==> src/verilog/sed_pkg.sv <==
// constants, types and register map of the system entry dispatcher
package sed_pkg;
    // ************************************************
    // widths
    // ************************************************
    localparam int XLEN = 64;
    localparam int REG_AW = 8;
    localparam int IPL_W = 3;
    localparam int FLAG_W = 5;
    localparam int IDX_W = 3;
    localparam int QW_SHIFT = 3;
    // ************************************************
    // register offsets (byte addresses)
    // ************************************************
    localparam logic [REG_AW-1:0] REG_FLAGS = 8'h00;
    localparam logic [REG_AW-1:0] REG_KSP = 8'h08;
    localparam logic [REG_AW-1:0] REG_LOGOUT = 8'h10;
    localparam logic [REG_AW-1:0] REG_PS = 8'h18;
    localparam logic [REG_AW-1:0] REG_STATE = 8'h20;
    // ************************************************
    // error_progress_flags fields
    // ************************************************
    localparam int MC_BIT = 0;
    localparam int SCE_BIT = 1;
    localparam int PCE_BIT = 2;
    localparam int PMUTE_BIT = 3;
    localparam int SMUTE_BIT = 4;
    localparam logic [FLAG_W-1:0] FLAGS_RESET = 5'h00;
    localparam logic [FLAG_W-1:0] BUSY_MASK = 5'h07;
    // ************************************************
    // processor_status fields
    // ************************************************
    localparam int PS_W = 4;
    localparam int PS_MODE_BIT = 3;
    localparam logic [PS_W-1:0] PS_RESET = 4'h7;
    localparam logic [IPL_W-1:0] IPL_ZERO = 3'h0;
    // ************************************************
    // interrupt type codes and levels
    // ************************************************
    localparam logic [2:0] TYPE_IPI = 3'h0;
    localparam logic [2:0] TYPE_CLK = 3'h1;
    localparam logic [2:0] TYPE_ERR = 3'h2;
    localparam logic [2:0] TYPE_IO = 3'h3;
    localparam logic [2:0] TYPE_PERF = 3'h4;
    localparam logic [IPL_W-1:0] IPL_IPI = 3'h5;
    localparam logic [IPL_W-1:0] IPL_CLK = 3'h5;
    localparam logic [IPL_W-1:0] IPL_ERR = 3'h7;
    localparam logic [IPL_W-1:0] IPL_PERF = 3'h6;
    // ************************************************
    // memory fault causes and access kinds
    // ************************************************
    localparam logic [XLEN-1:0] CAUSE_FETCH = 64'hffff_ffff_ffff_ffff;
    localparam logic [XLEN-1:0] CAUSE_STORE = 64'h0000_0000_0000_0001;
    localparam logic [XLEN-1:0] CAUSE_LOAD = 64'h0000_0000_0000_0000;
    localparam logic [1:0] ACC_FETCH = 2'h0;
    localparam logic [1:0] ACC_STORE = 2'h1;
    localparam logic [1:0] ACC_LOAD = 2'h2;
    // ************************************************
    // instruction fields and stack frame
    // ************************************************
    localparam int OPC_LSB = 26;
    localparam int OPC_W = 6;
    localparam int RFLD_LSB = 21;
    localparam int RFLD_W = 5;
    localparam logic [XLEN-1:0] PC_STEP = 64'h4;
    localparam logic [XLEN-1:0] FRAME_BYTES = 64'h30;
    localparam logic [IDX_W-1:0] FRAME_WORDS = 3'h6;
    localparam logic [IDX_W-1:0] SYS_WORDS = 3'h3;
    localparam logic [2:0] QW_MASK = 3'h7;
    // ************************************************
    // types
    // ************************************************
    typedef enum logic [2:0] {
        ENT_NONE, ENT_INT, ENT_MM, ENT_SYS, ENT_UNA
    } sed_entry_type;
    typedef enum logic [3:0] {
        SRC_NONE, SRC_MCHK, SRC_MM, SRC_UNA, SRC_SYS, SRC_SCE,
        SRC_PCE, SRC_PERF, SRC_CLK, SRC_IPI, SRC_IO
    } sed_src_type;
    typedef struct packed {
        logic ipi;
        logic clk;
        logic io;
        logic perf;
        logic mchk;
        logic sys_ce;
        logic proc_ce;
        logic mm;
        logic una;
        logic sys;
        logic [IPL_W-1:0] io_ipl;
        logic [XLEN-1:0] vector;
        logic [XLEN-1:0] va;
        logic [XLEN-1:0] mm_status;
        logic [1:0] mm_access;
        logic [31:0] insn;
        logic [XLEN-1:0] pc;
        logic [XLEN-1:0] gp;
    } sed_req_type;
    typedef struct packed {
        logic valid;
        logic [XLEN-1:0] addr;
        logic [XLEN-1:0] data;
    } sed_stack_wr_type;
endpackage

==> src/verilog/sed_dispatch.sv <==
// system entry dispatcher: argument setup, frame push, error progress flags
//
// Operation
// - interrupt entry puts type code in a0
// - interrupt entry sets level per source
// - level raised first; a1 holds vector
// - error entries: vector a1, logout address a2
// - machine check busy set before entry
// - machine check while busy halts
// - correctable error sets matching busy flag
// - logout area untouched while report outstanding
// - mute flags: correct, but no interrupt
// - only flag bits 4..0 are architected
// - memory fault: va, status, cause code
// - system call touches only stack frame
// - unaligned: va, opcode, register field
// - faulting stack access halts
// - misaligned stack pointer halts
// - frame holds status, pc, gp, a0..a2 (system call: status, pc, gp only)
// - status mode bit and level bits
`timescale 1ns/1ps
module sed_dispatch #(
    parameter logic [sed_pkg::XLEN-1:0] LOGOUT_RESET = 64'h0,
    parameter logic [sed_pkg::XLEN-1:0] KSP_RESET = 64'h0
) (
    input wire logic core_clk,
    input wire logic nrst,
    input wire sed_pkg::sed_req_type req,
    input wire logic stack_fault,
    input wire logic [sed_pkg::REG_AW-1:0] reg_addr,
    input wire logic [sed_pkg::XLEN-1:0] reg_wdata,
    input wire logic reg_wr,
    input wire logic reg_rd,
    output logic [sed_pkg::XLEN-1:0] reg_rdata,
    output sed_pkg::sed_stack_wr_type stack_wr,
    output logic taken,
    output sed_pkg::sed_src_type taken_src,
    output logic corr_done,
    output logic entry_valid,
    output sed_pkg::sed_entry_type entry_kind,
    output logic [sed_pkg::XLEN-1:0] arg_a0,
    output logic [sed_pkg::XLEN-1:0] arg_a1,
    output logic [sed_pkg::XLEN-1:0] arg_a2,
    output logic [sed_pkg::PS_W-1:0] processor_status,
    output logic logout_write_ok,
    output logic halt_double_check,
    output logic halt_stack_invalid
);
    import sed_pkg::*;

    typedef enum logic [2:0] {
        ST_IDLE, ST_CHECK, ST_PUSH, ST_ENTER, ST_HALT
    } sed_state_type;

    // ************************************************
    // state
    // ************************************************
    sed_state_type state;
    logic [FLAG_W-1:0] error_progress_flags;
    logic [FLAG_W-1:0] next_flags;
    logic [XLEN-1:0] kernel_sp;
    logic [XLEN-1:0] logout_base;
    logic [XLEN-1:0] frame_sp;
    logic [XLEN-1:0] save_pc;
    logic [XLEN-1:0] save_gp;
    logic [PS_W-1:0] save_ps;
    logic [XLEN-1:0] hold_a0;
    logic [XLEN-1:0] hold_a1;
    logic [XLEN-1:0] hold_a2;
    logic [IPL_W-1:0] hold_ipl;
    logic hold_raise;
    sed_entry_type hold_kind;
    logic [IDX_W-1:0] push_idx;
    logic [IDX_W-1:0] push_last;

    // ************************************************
    // source selection
    // ************************************************
    sed_src_type pick;
    logic silent_sce;
    logic silent_pce;
    logic double_mc;
    logic [IPL_W-1:0] cur_ipl;
    logic [IPL_W-1:0] pick_ipl;
    logic [XLEN-1:0] pick_a0;
    logic [XLEN-1:0] pick_a1;
    logic [XLEN-1:0] pick_a2;
    sed_entry_type pick_kind;

    assign cur_ipl = processor_status[IPL_W-1:0];

    always_comb begin
        silent_sce = req.sys_ce && (error_progress_flags[SMUTE_BIT]
            || error_progress_flags[SCE_BIT]);
        silent_pce = req.proc_ce && (error_progress_flags[PMUTE_BIT]
            || error_progress_flags[PCE_BIT]);
        double_mc = req.mchk && error_progress_flags[MC_BIT];
        pick = SRC_NONE;
        if (req.mchk && !double_mc && IPL_ERR > cur_ipl) begin
            pick = SRC_MCHK;
        end else if (req.mm) begin
            pick = SRC_MM;
        end else if (req.una) begin
            pick = SRC_UNA;
        end else if (req.sys) begin
            pick = SRC_SYS;
        end else if (req.sys_ce && !silent_sce && IPL_ERR > cur_ipl) begin
            pick = SRC_SCE;
        end else if (req.proc_ce && !silent_pce && IPL_ERR > cur_ipl) begin
            pick = SRC_PCE;
        end else if (req.perf && IPL_PERF > cur_ipl) begin
            pick = SRC_PERF;
        end else if (req.clk && IPL_CLK > cur_ipl) begin
            pick = SRC_CLK;
        end else if (req.ipi && IPL_IPI > cur_ipl) begin
            pick = SRC_IPI;
        end else if (req.io && req.io_ipl > cur_ipl) begin
            pick = SRC_IO;
        end
    end

    // argument values and level for the chosen source
    always_comb begin
        pick_a0 = hold_a0;
        pick_a1 = hold_a1;
        pick_a2 = hold_a2;
        pick_ipl = cur_ipl;
        pick_kind = ENT_INT;
        unique case (pick)
            SRC_MCHK, SRC_SCE, SRC_PCE: begin
                pick_a0 = XLEN'(TYPE_ERR);
                pick_a1 = req.vector;
                pick_a2 = logout_base;
                pick_ipl = IPL_ERR;
            end
            SRC_PERF: begin
                pick_a0 = XLEN'(TYPE_PERF);
                pick_a1 = req.vector;
                pick_ipl = IPL_PERF;
            end
            SRC_CLK: begin
                pick_a0 = XLEN'(TYPE_CLK);
                pick_a1 = req.vector;
                pick_ipl = IPL_CLK;
            end
            SRC_IPI: begin
                pick_a0 = XLEN'(TYPE_IPI);
                pick_a1 = req.vector;
                pick_ipl = IPL_IPI;
            end
            SRC_IO: begin
                pick_a0 = XLEN'(TYPE_IO);
                pick_a1 = req.vector;
                pick_ipl = req.io_ipl;
            end
            SRC_MM: begin
                pick_kind = ENT_MM;
                pick_a0 = req.va;
                pick_a1 = req.mm_status;
                if (req.mm_access == ACC_FETCH) begin
                    pick_a2 = CAUSE_FETCH;
                end else if (req.mm_access == ACC_STORE) begin
                    pick_a2 = CAUSE_STORE;
                end else begin
                    pick_a2 = CAUSE_LOAD;
                end
            end
            SRC_UNA: begin
                pick_kind = ENT_UNA;
                pick_a0 = req.va;
                pick_a1 = XLEN'(req.insn[OPC_LSB +: OPC_W]);
                pick_a2 = XLEN'(req.insn[RFLD_LSB +: RFLD_W]);
            end
            SRC_SYS: begin
                pick_kind = ENT_SYS;
            end
            SRC_NONE: begin
                pick_kind = ENT_NONE;
            end
        endcase
    end

    // ************************************************
    // entry sequencer
    // ************************************************
    always_ff @(posedge core_clk) begin
        if (!nrst) begin
            state <= ST_IDLE;
            push_idx <= '0;
            push_last <= '0;
            frame_sp <= '0;
            save_pc <= '0;
            save_gp <= '0;
            save_ps <= '0;
            hold_a0 <= '0;
            hold_a1 <= '0;
            hold_a2 <= '0;
            hold_ipl <= '0;
            hold_raise <= 1'b0;
            hold_kind <= ENT_NONE;
            taken <= 1'b0;
            taken_src <= SRC_NONE;
            corr_done <= 1'b0;
            halt_double_check <= 1'b0;
            halt_stack_invalid <= 1'b0;
        end else begin
            taken <= 1'b0;
            corr_done <= 1'b0;
            unique case (state)
                ST_IDLE: begin
                    if (double_mc) begin
                        halt_double_check <= 1'b1;
                        state <= ST_HALT;
                    end else if (pick != SRC_NONE) begin
                        taken <= 1'b1;
                        taken_src <= pick;
                        hold_kind <= pick_kind;
                        hold_ipl <= pick_ipl;
                        hold_raise <= (pick_kind == ENT_INT);
                        hold_a0 <= pick_a0;
                        hold_a1 <= pick_a1;
                        hold_a2 <= pick_a2;
                        save_ps <= processor_status;
                        save_gp <= req.gp;
                        save_pc <= (pick == SRC_SYS) ?
                            req.pc + PC_STEP : req.pc;
                        frame_sp <= kernel_sp - FRAME_BYTES;
                        push_last <= (pick == SRC_SYS) ?
                            SYS_WORDS - 3'h1 : FRAME_WORDS - 3'h1;
                        push_idx <= '0;
                        state <= ST_CHECK;
                    end else if (silent_sce || silent_pce) begin
                        corr_done <= 1'b1;
                        taken <= 1'b1;
                        taken_src <= silent_sce ? SRC_SCE : SRC_PCE;
                    end
                end
                ST_CHECK: begin
                    if ((kernel_sp[2:0] & QW_MASK) != 3'h0) begin
                        halt_stack_invalid <= 1'b1;
                        state <= ST_HALT;
                    end else begin
                        state <= ST_PUSH;
                    end
                end
                ST_PUSH: begin
                    if (stack_fault) begin
                        halt_stack_invalid <= 1'b1;
                        state <= ST_HALT;
                    end else if (push_idx == push_last) begin
                        state <= ST_ENTER;
                    end else begin
                        push_idx <= push_idx + 3'h1;
                    end
                end
                ST_ENTER: begin
                    state <= ST_IDLE;
                end
                ST_HALT: begin
                    state <= ST_HALT;
                end
            endcase
        end
    end

    // stack frame writes, one quadword a cycle
    always_ff @(posedge core_clk) begin
        if (!nrst) begin
            stack_wr <= '0;
        end else begin
            stack_wr.valid <= 1'b0;
            if ((state == ST_CHECK && (kernel_sp[2:0] & QW_MASK) == 3'h0)
                || (state == ST_PUSH && !stack_fault
                && push_idx != push_last)) begin
                stack_wr.valid <= 1'b1;
            end
            stack_wr.addr <= frame_sp
                + (XLEN'(next_push_idx()) << QW_SHIFT);
            unique case (next_push_idx())
                3'h0: stack_wr.data <= XLEN'(save_ps);
                3'h1: stack_wr.data <= save_pc;
                3'h2: stack_wr.data <= save_gp;
                3'h3: stack_wr.data <= hold_a0;
                3'h4: stack_wr.data <= hold_a1;
                default: stack_wr.data <= hold_a2;
            endcase
        end
    end

    function automatic logic [IDX_W-1:0] next_push_idx();
        return (state == ST_PUSH) ? push_idx + 3'h1 : 3'h0;
    endfunction

    // handler invocation
    always_ff @(posedge core_clk) begin
        if (!nrst) begin
            entry_valid <= 1'b0;
            entry_kind <= ENT_NONE;
            arg_a0 <= '0;
            arg_a1 <= '0;
            arg_a2 <= '0;
        end else begin
            entry_valid <= 1'b0;
            if (state == ST_ENTER) begin
                entry_valid <= 1'b1;
                entry_kind <= hold_kind;
                if (hold_kind != ENT_SYS) begin
                    arg_a0 <= hold_a0;
                    arg_a1 <= hold_a1;
                    arg_a2 <= hold_a2;
                end
            end
        end
    end

    // ************************************************
    // processor status and stack pointer
    // ************************************************
    always_ff @(posedge core_clk) begin
        if (!nrst) begin
            processor_status <= PS_RESET;
        end else if (state == ST_CHECK) begin
            processor_status[PS_MODE_BIT] <= 1'b0;
            if (hold_raise) begin
                processor_status[IPL_W-1:0] <= hold_ipl;
            end
        end else if (reg_wr && reg_addr == REG_PS) begin
            processor_status[PS_MODE_BIT] <= reg_wdata[PS_MODE_BIT];
            processor_status[IPL_W-1:0] <= reg_wdata[PS_MODE_BIT] ?
                IPL_ZERO : reg_wdata[IPL_W-1:0];
        end
    end

    always_ff @(posedge core_clk) begin
        if (!nrst) begin
            kernel_sp <= KSP_RESET;
            logout_base <= LOGOUT_RESET;
        end else begin
            if (state == ST_ENTER) begin
                kernel_sp <= frame_sp;
            end else if (reg_wr && reg_addr == REG_KSP) begin
                kernel_sp <= reg_wdata;
            end
            if (reg_wr && reg_addr == REG_LOGOUT) begin
                logout_base <= reg_wdata;
            end
        end
    end

    // ************************************************
    // error progress flags
    // ************************************************
    always_comb begin
        next_flags = error_progress_flags;
        if (reg_wr && reg_addr == REG_FLAGS) begin
            next_flags[PMUTE_BIT] = reg_wdata[PMUTE_BIT];
            next_flags[SMUTE_BIT] = reg_wdata[SMUTE_BIT];
            next_flags = next_flags
                & ~(reg_wdata[FLAG_W-1:0] & BUSY_MASK);
        end
        if (state == ST_IDLE && pick == SRC_MCHK) begin
            next_flags[MC_BIT] = 1'b1;
        end
        if (state == ST_IDLE && pick == SRC_SCE) begin
            next_flags[SCE_BIT] = 1'b1;
        end
        if (state == ST_IDLE && pick == SRC_PCE) begin
            next_flags[PCE_BIT] = 1'b1;
        end
    end

    always_ff @(posedge core_clk) begin
        if (!nrst) begin
            error_progress_flags <= FLAGS_RESET;
            logout_write_ok <= 1'b1;
        end else begin
            error_progress_flags <= next_flags;
            logout_write_ok <= ~|(next_flags & BUSY_MASK);
        end
    end

    // ************************************************
    // register read port
    // ************************************************
    always_ff @(posedge core_clk) begin
        if (!nrst) begin
            reg_rdata <= '0;
        end else if (reg_rd) begin
            unique case (reg_addr)
                REG_FLAGS:
                    reg_rdata <= XLEN'(error_progress_flags);
                REG_KSP: reg_rdata <= kernel_sp;
                REG_LOGOUT: reg_rdata <= logout_base;
                REG_PS: reg_rdata <= XLEN'(processor_status);
                REG_STATE: reg_rdata <= XLEN'({halt_stack_invalid,
                    halt_double_check, state});
                default: reg_rdata <= '0;
            endcase
        end else begin
            reg_rdata <= '0;
        end
    end
endmodule

==> config.mk <==
export PLATFORM = sky130hd
export DESIGN_NAME = sed_dispatch
export DESIGN_NICKNAME = d
export VERILOG_FILES = /design/src/verilog/sed_pkg.sv /design/src/verilog/sed_dispatch.sv
export SDC_FILE = /design/constraint.sdc
export NUM_CORES = 2
export LEC_CHECK = 0
export BUFFER_PORTS_ARGS = -buffer_cell sky130_fd_sc_hd__buf_2
export CAP_MARGIN = 5
export CORE_AREA = 2 2 332 334
export CTS_CLUSTER_SIZE = 30
export DETAILED_ROUTE_END_ITERATION = 16
export DIE_AREA = 0 0 334 336
export GPL_TIMING_DRIVEN = 0
export PLACE_DENSITY = 0.57
export SYNTH_ARGS = -nofsm -noshare
export SYNTH_HDL_FRONTEND = slang
export SYNTH_SLANG_ARGS = --single-unit
==> constraint.sdc <==
create_clock -name core_clk -period 8.8 [get_ports core_clk]
set_input_delay 0.44 -clock core_clk [delete_from_list [all_inputs] [get_ports core_clk]]
set_output_delay 0.44 -clock core_clk [all_outputs]
set_load 0.02 [all_outputs]
==> qor.txt <==
Worst Path Required -> 9380 ps
Pwr Density -> 341 mW/mm^2
Post-synth EDFFs -> 0
maximum vdd ir drop -> 0.199 mV
setup_tns -> 0 ps
Power Total -> 17.0 mW
most frequent cells in the layout -> 965 x nand2_1, 938 x dfxtp_1, 837 x buf_2, 559 x a21oi_1, 509 x nor2_1
area growth from synthesis to layout -> 31.4%
max-slew violation count -> 11
Yosys reg bits -> 938
Finished Core Util -> 45.9%
worst-margin pin slew -> 1510 ps
RSZ-0062 raised after global routing -> false
worst hold margin -> 20.4 ps
H-tree lvl count -> 3
Area contributors post-synth -> dfxtp_1 50%, nand2_1 9.6%, a21oi_1 7.4%
total track usage -> 33.8%
synth warn -> 0
Synth top area share -> 49.6%
Mapped Cells -> 4643
Cell Chain, Critical Path -> clkbuf_1, nor3b_1, nand2b_1, inv_1, clkbuf_1, ha_1, nor2b_1, o2111ai_1, nor3_1, nand4_1, or3_1, a21oi_1
Max stage delay cell, worst path -> clkbuf_1
DR WL/cell -> 27.2 um
TritonCTS clock tree -> built
f_max -> 0.152 GHz
die extent in y -> 336 um
number of buffers created by CTS -> 103
Die X-Extent -> 334 um
deepest clock path buffer count -> 3
Post-CTS Setup Bufs -> 0
leakage power -> 19.3 nW
crit-path most repeated cell -> clkbuf_1
number of global-route vias before repair -> 38000
Min-Delay Startpoint -> req[209]
cell area after synthesis -> 0.0379 mm^2
multi-input logic area -> 0.0176 mm^2
CTS Root Cell -> clkbuf_16
pin count of the biggest net entering global routing -> 16
Setup crit start -> state[1]
initial antenna violation count -> 46
final setup vio count -> 0
Most used DFF post-synth -> dfxtp_1
first-pass GRT wire length -> 273 mm
Worst setup SP type -> flop
max_cap viols -> 1
worst-skew pair later-pin latency -> 740 ps
WS Path Type -> reg2reg
CTS sink count -> 938
launch point of the worst reg-to-reg path -> state[1]
die area -> 0.112 mm^2
Cells after DPL -> 6882
number of remaining DRC errors -> 0
min Tclk post-route -> 6560 ps
period utilisation layout -> 74.6%
CP max FO -> 10
vias per cell -> 5.52
Detailed Place HPWL -> 156 mm
Clock transition at path regs -> 60 ps
Synth Net Count -> 5097
first-pass iteration count of the detailed router -> 6
FF/Latch Area -> 0.0188 mm^2
Final Hold Fails -> 0
IO Port Bufs -> 821
Non-Filler Instances -> 7314
crit path capture type -> flop
number of distinct library cells after synthesis -> 76
Antenna Nets Post-Route -> 0
Relative slew margins -> -0.695%
CP arrival -> 7150 ps
GPL Wtd Cong -> 0.958
post_cts resized -> 0
area of the core -> 0.108 mm^2
DR vias -> 40400
fill cell count -> 11100
outcome -> finished, violations left
post-synthesis async set-or-reset flop share -> 0%
# IOs -> 846
Critical Path Max Stage Delay -> 1100 ps
count of nets after finishing -> 6241
Worst Hold Class -> in2reg
Initial Util -> 35.0%
num rows -> 121
post-synthesis average cell area -> 8.16 um^2
Clock Skew -> 37.3 ps
grt ovf -> 0
violated checks -> capacitance limit, slew limit
drt total wl -> 199 mm
part of the Yosys area used for sequential elements -> 49.6%
1st-iter DRT viols -> 3951
Synth area leader -> dfxtp_1
fraction of layout instances using a drive strength above 1 -> 18.3%
most common cell after layout, fill and taps aside -> nand2_1
[critical path: cells and delay by family (launching register included)]
kind / cells / cell delay, ps
adders and majority gates: 1 / 300
AOI/OAI and AO/OA: 2 / 910
DFF: 1 / 310
and+or+nand+nor: 6 / 3070
buffers and inverters: 3 / 1830
[metal layers]
| metal | share of wire (%) | GRT usage (%) | wire (um) |
|---|---|---|---|
| met5 | 0.078 | 0 | 156 |
| met2 | 46 | 55.5 | 90600 |
| met3 | 8.5 | 7.38 | 17000 |
| met4 | 4.7 | 14.6 | 9290 |
| met1 | 41 | 42.8 | 82000 |
[through the flow]
stage / worst slack, ps / area (um^2)
final: 2240 / 49800
after global routing: 2090 / 49800
after CTS: 2430 / 49700
after detailed placement: 2430 / 43900
after global placement: 1870 / 43800
after floorplan: 5370 / 37900
[path summary, 6_finish.rpt]
check                  end  slack, ps  depth (start not counted)
max          stack_wr[113]       2240                         12
min            hold_a1[47]         20                          3
max reg2reg  stack_wr[113]       2240                         12
min reg2reg     arg_a0[62]        450                          2
[state kept, by name (all words and copies together) (netlist names), 4 cells and up]
name,flops
reg_rdata,64
arg_a2,64
stack_wr,129
save_ps,4
hold_a2,64
hold_a0,64
hold_a1,64
save_gp,64
kernel_sp,64
arg_a1,64
processor_status,4
error_progress_flags,5
save_pc,64
arg_a0,64
taken_src,4
frame_sp,64
logout_base,64
[layout make-up]
class                      count  share of cell area, %
antenna                       30                  0.151
buffer                       380                   2.97
clock buffer                 128                   5.63
clock inverter                60                   1.86
inverter                      27                  0.204
multi-input combinational   3298                   35.3
sequential                   938                   37.7
tap                         1414                   3.55
timing repair buffer        1039                   12.7
[power by group]
group	switching, mW	total [mW]	internal, mW
clock network	1.99	4.80	2.81
logic	4.08	5.93	1.85
registers	1.02	6.24	5.22
total	7.08	17.0	9.88
[synthesized netlist by cell type, types with 12 or more instances]
master and count:
xnor2_1 87, nand4_1 36, or3_1 21, a211oi_1 87, nand2_1 965, mux2_2 12, o21ai_0 276, buf_1 35
nor3_1 41, buf_2 16, nand3_1 46, nor2_1 509, mux2i_1 37, clkbuf_1 325, nor4_1 14, xor2_1 72
and2_1 24, a311oi_1 74, a221oi_1 98, a22oi_1 155, dfxtp_1 938, and3_1 23, a21oi_1 559, inv_1 26
and4_1 16
[cells by family (layout without fill, tap and decap cells)]
kind of cell    Yosys count  in the layout  synth area share, %
simple gates           1768           1768                 19.8
compound gates         1312           1312                 21.2
flops                   938            938                 49.6
buf+inv                 407           1634                 4.15
xor+xnor                159            159                 3.67
mux                      49             49                 1.33
fa+ha+maj                10             10                0.350
other cells               0             30                    0
[what timing repair did]
| item | CTS | global route |
|---|---|---|
| hold buffers | 214 | 0 |
| endpoints found under the hold margin | 257 | 0 |
| setup endpoints to repair | 0 | 0 |
Note: power is estimated with default switching activity, not from simulation.
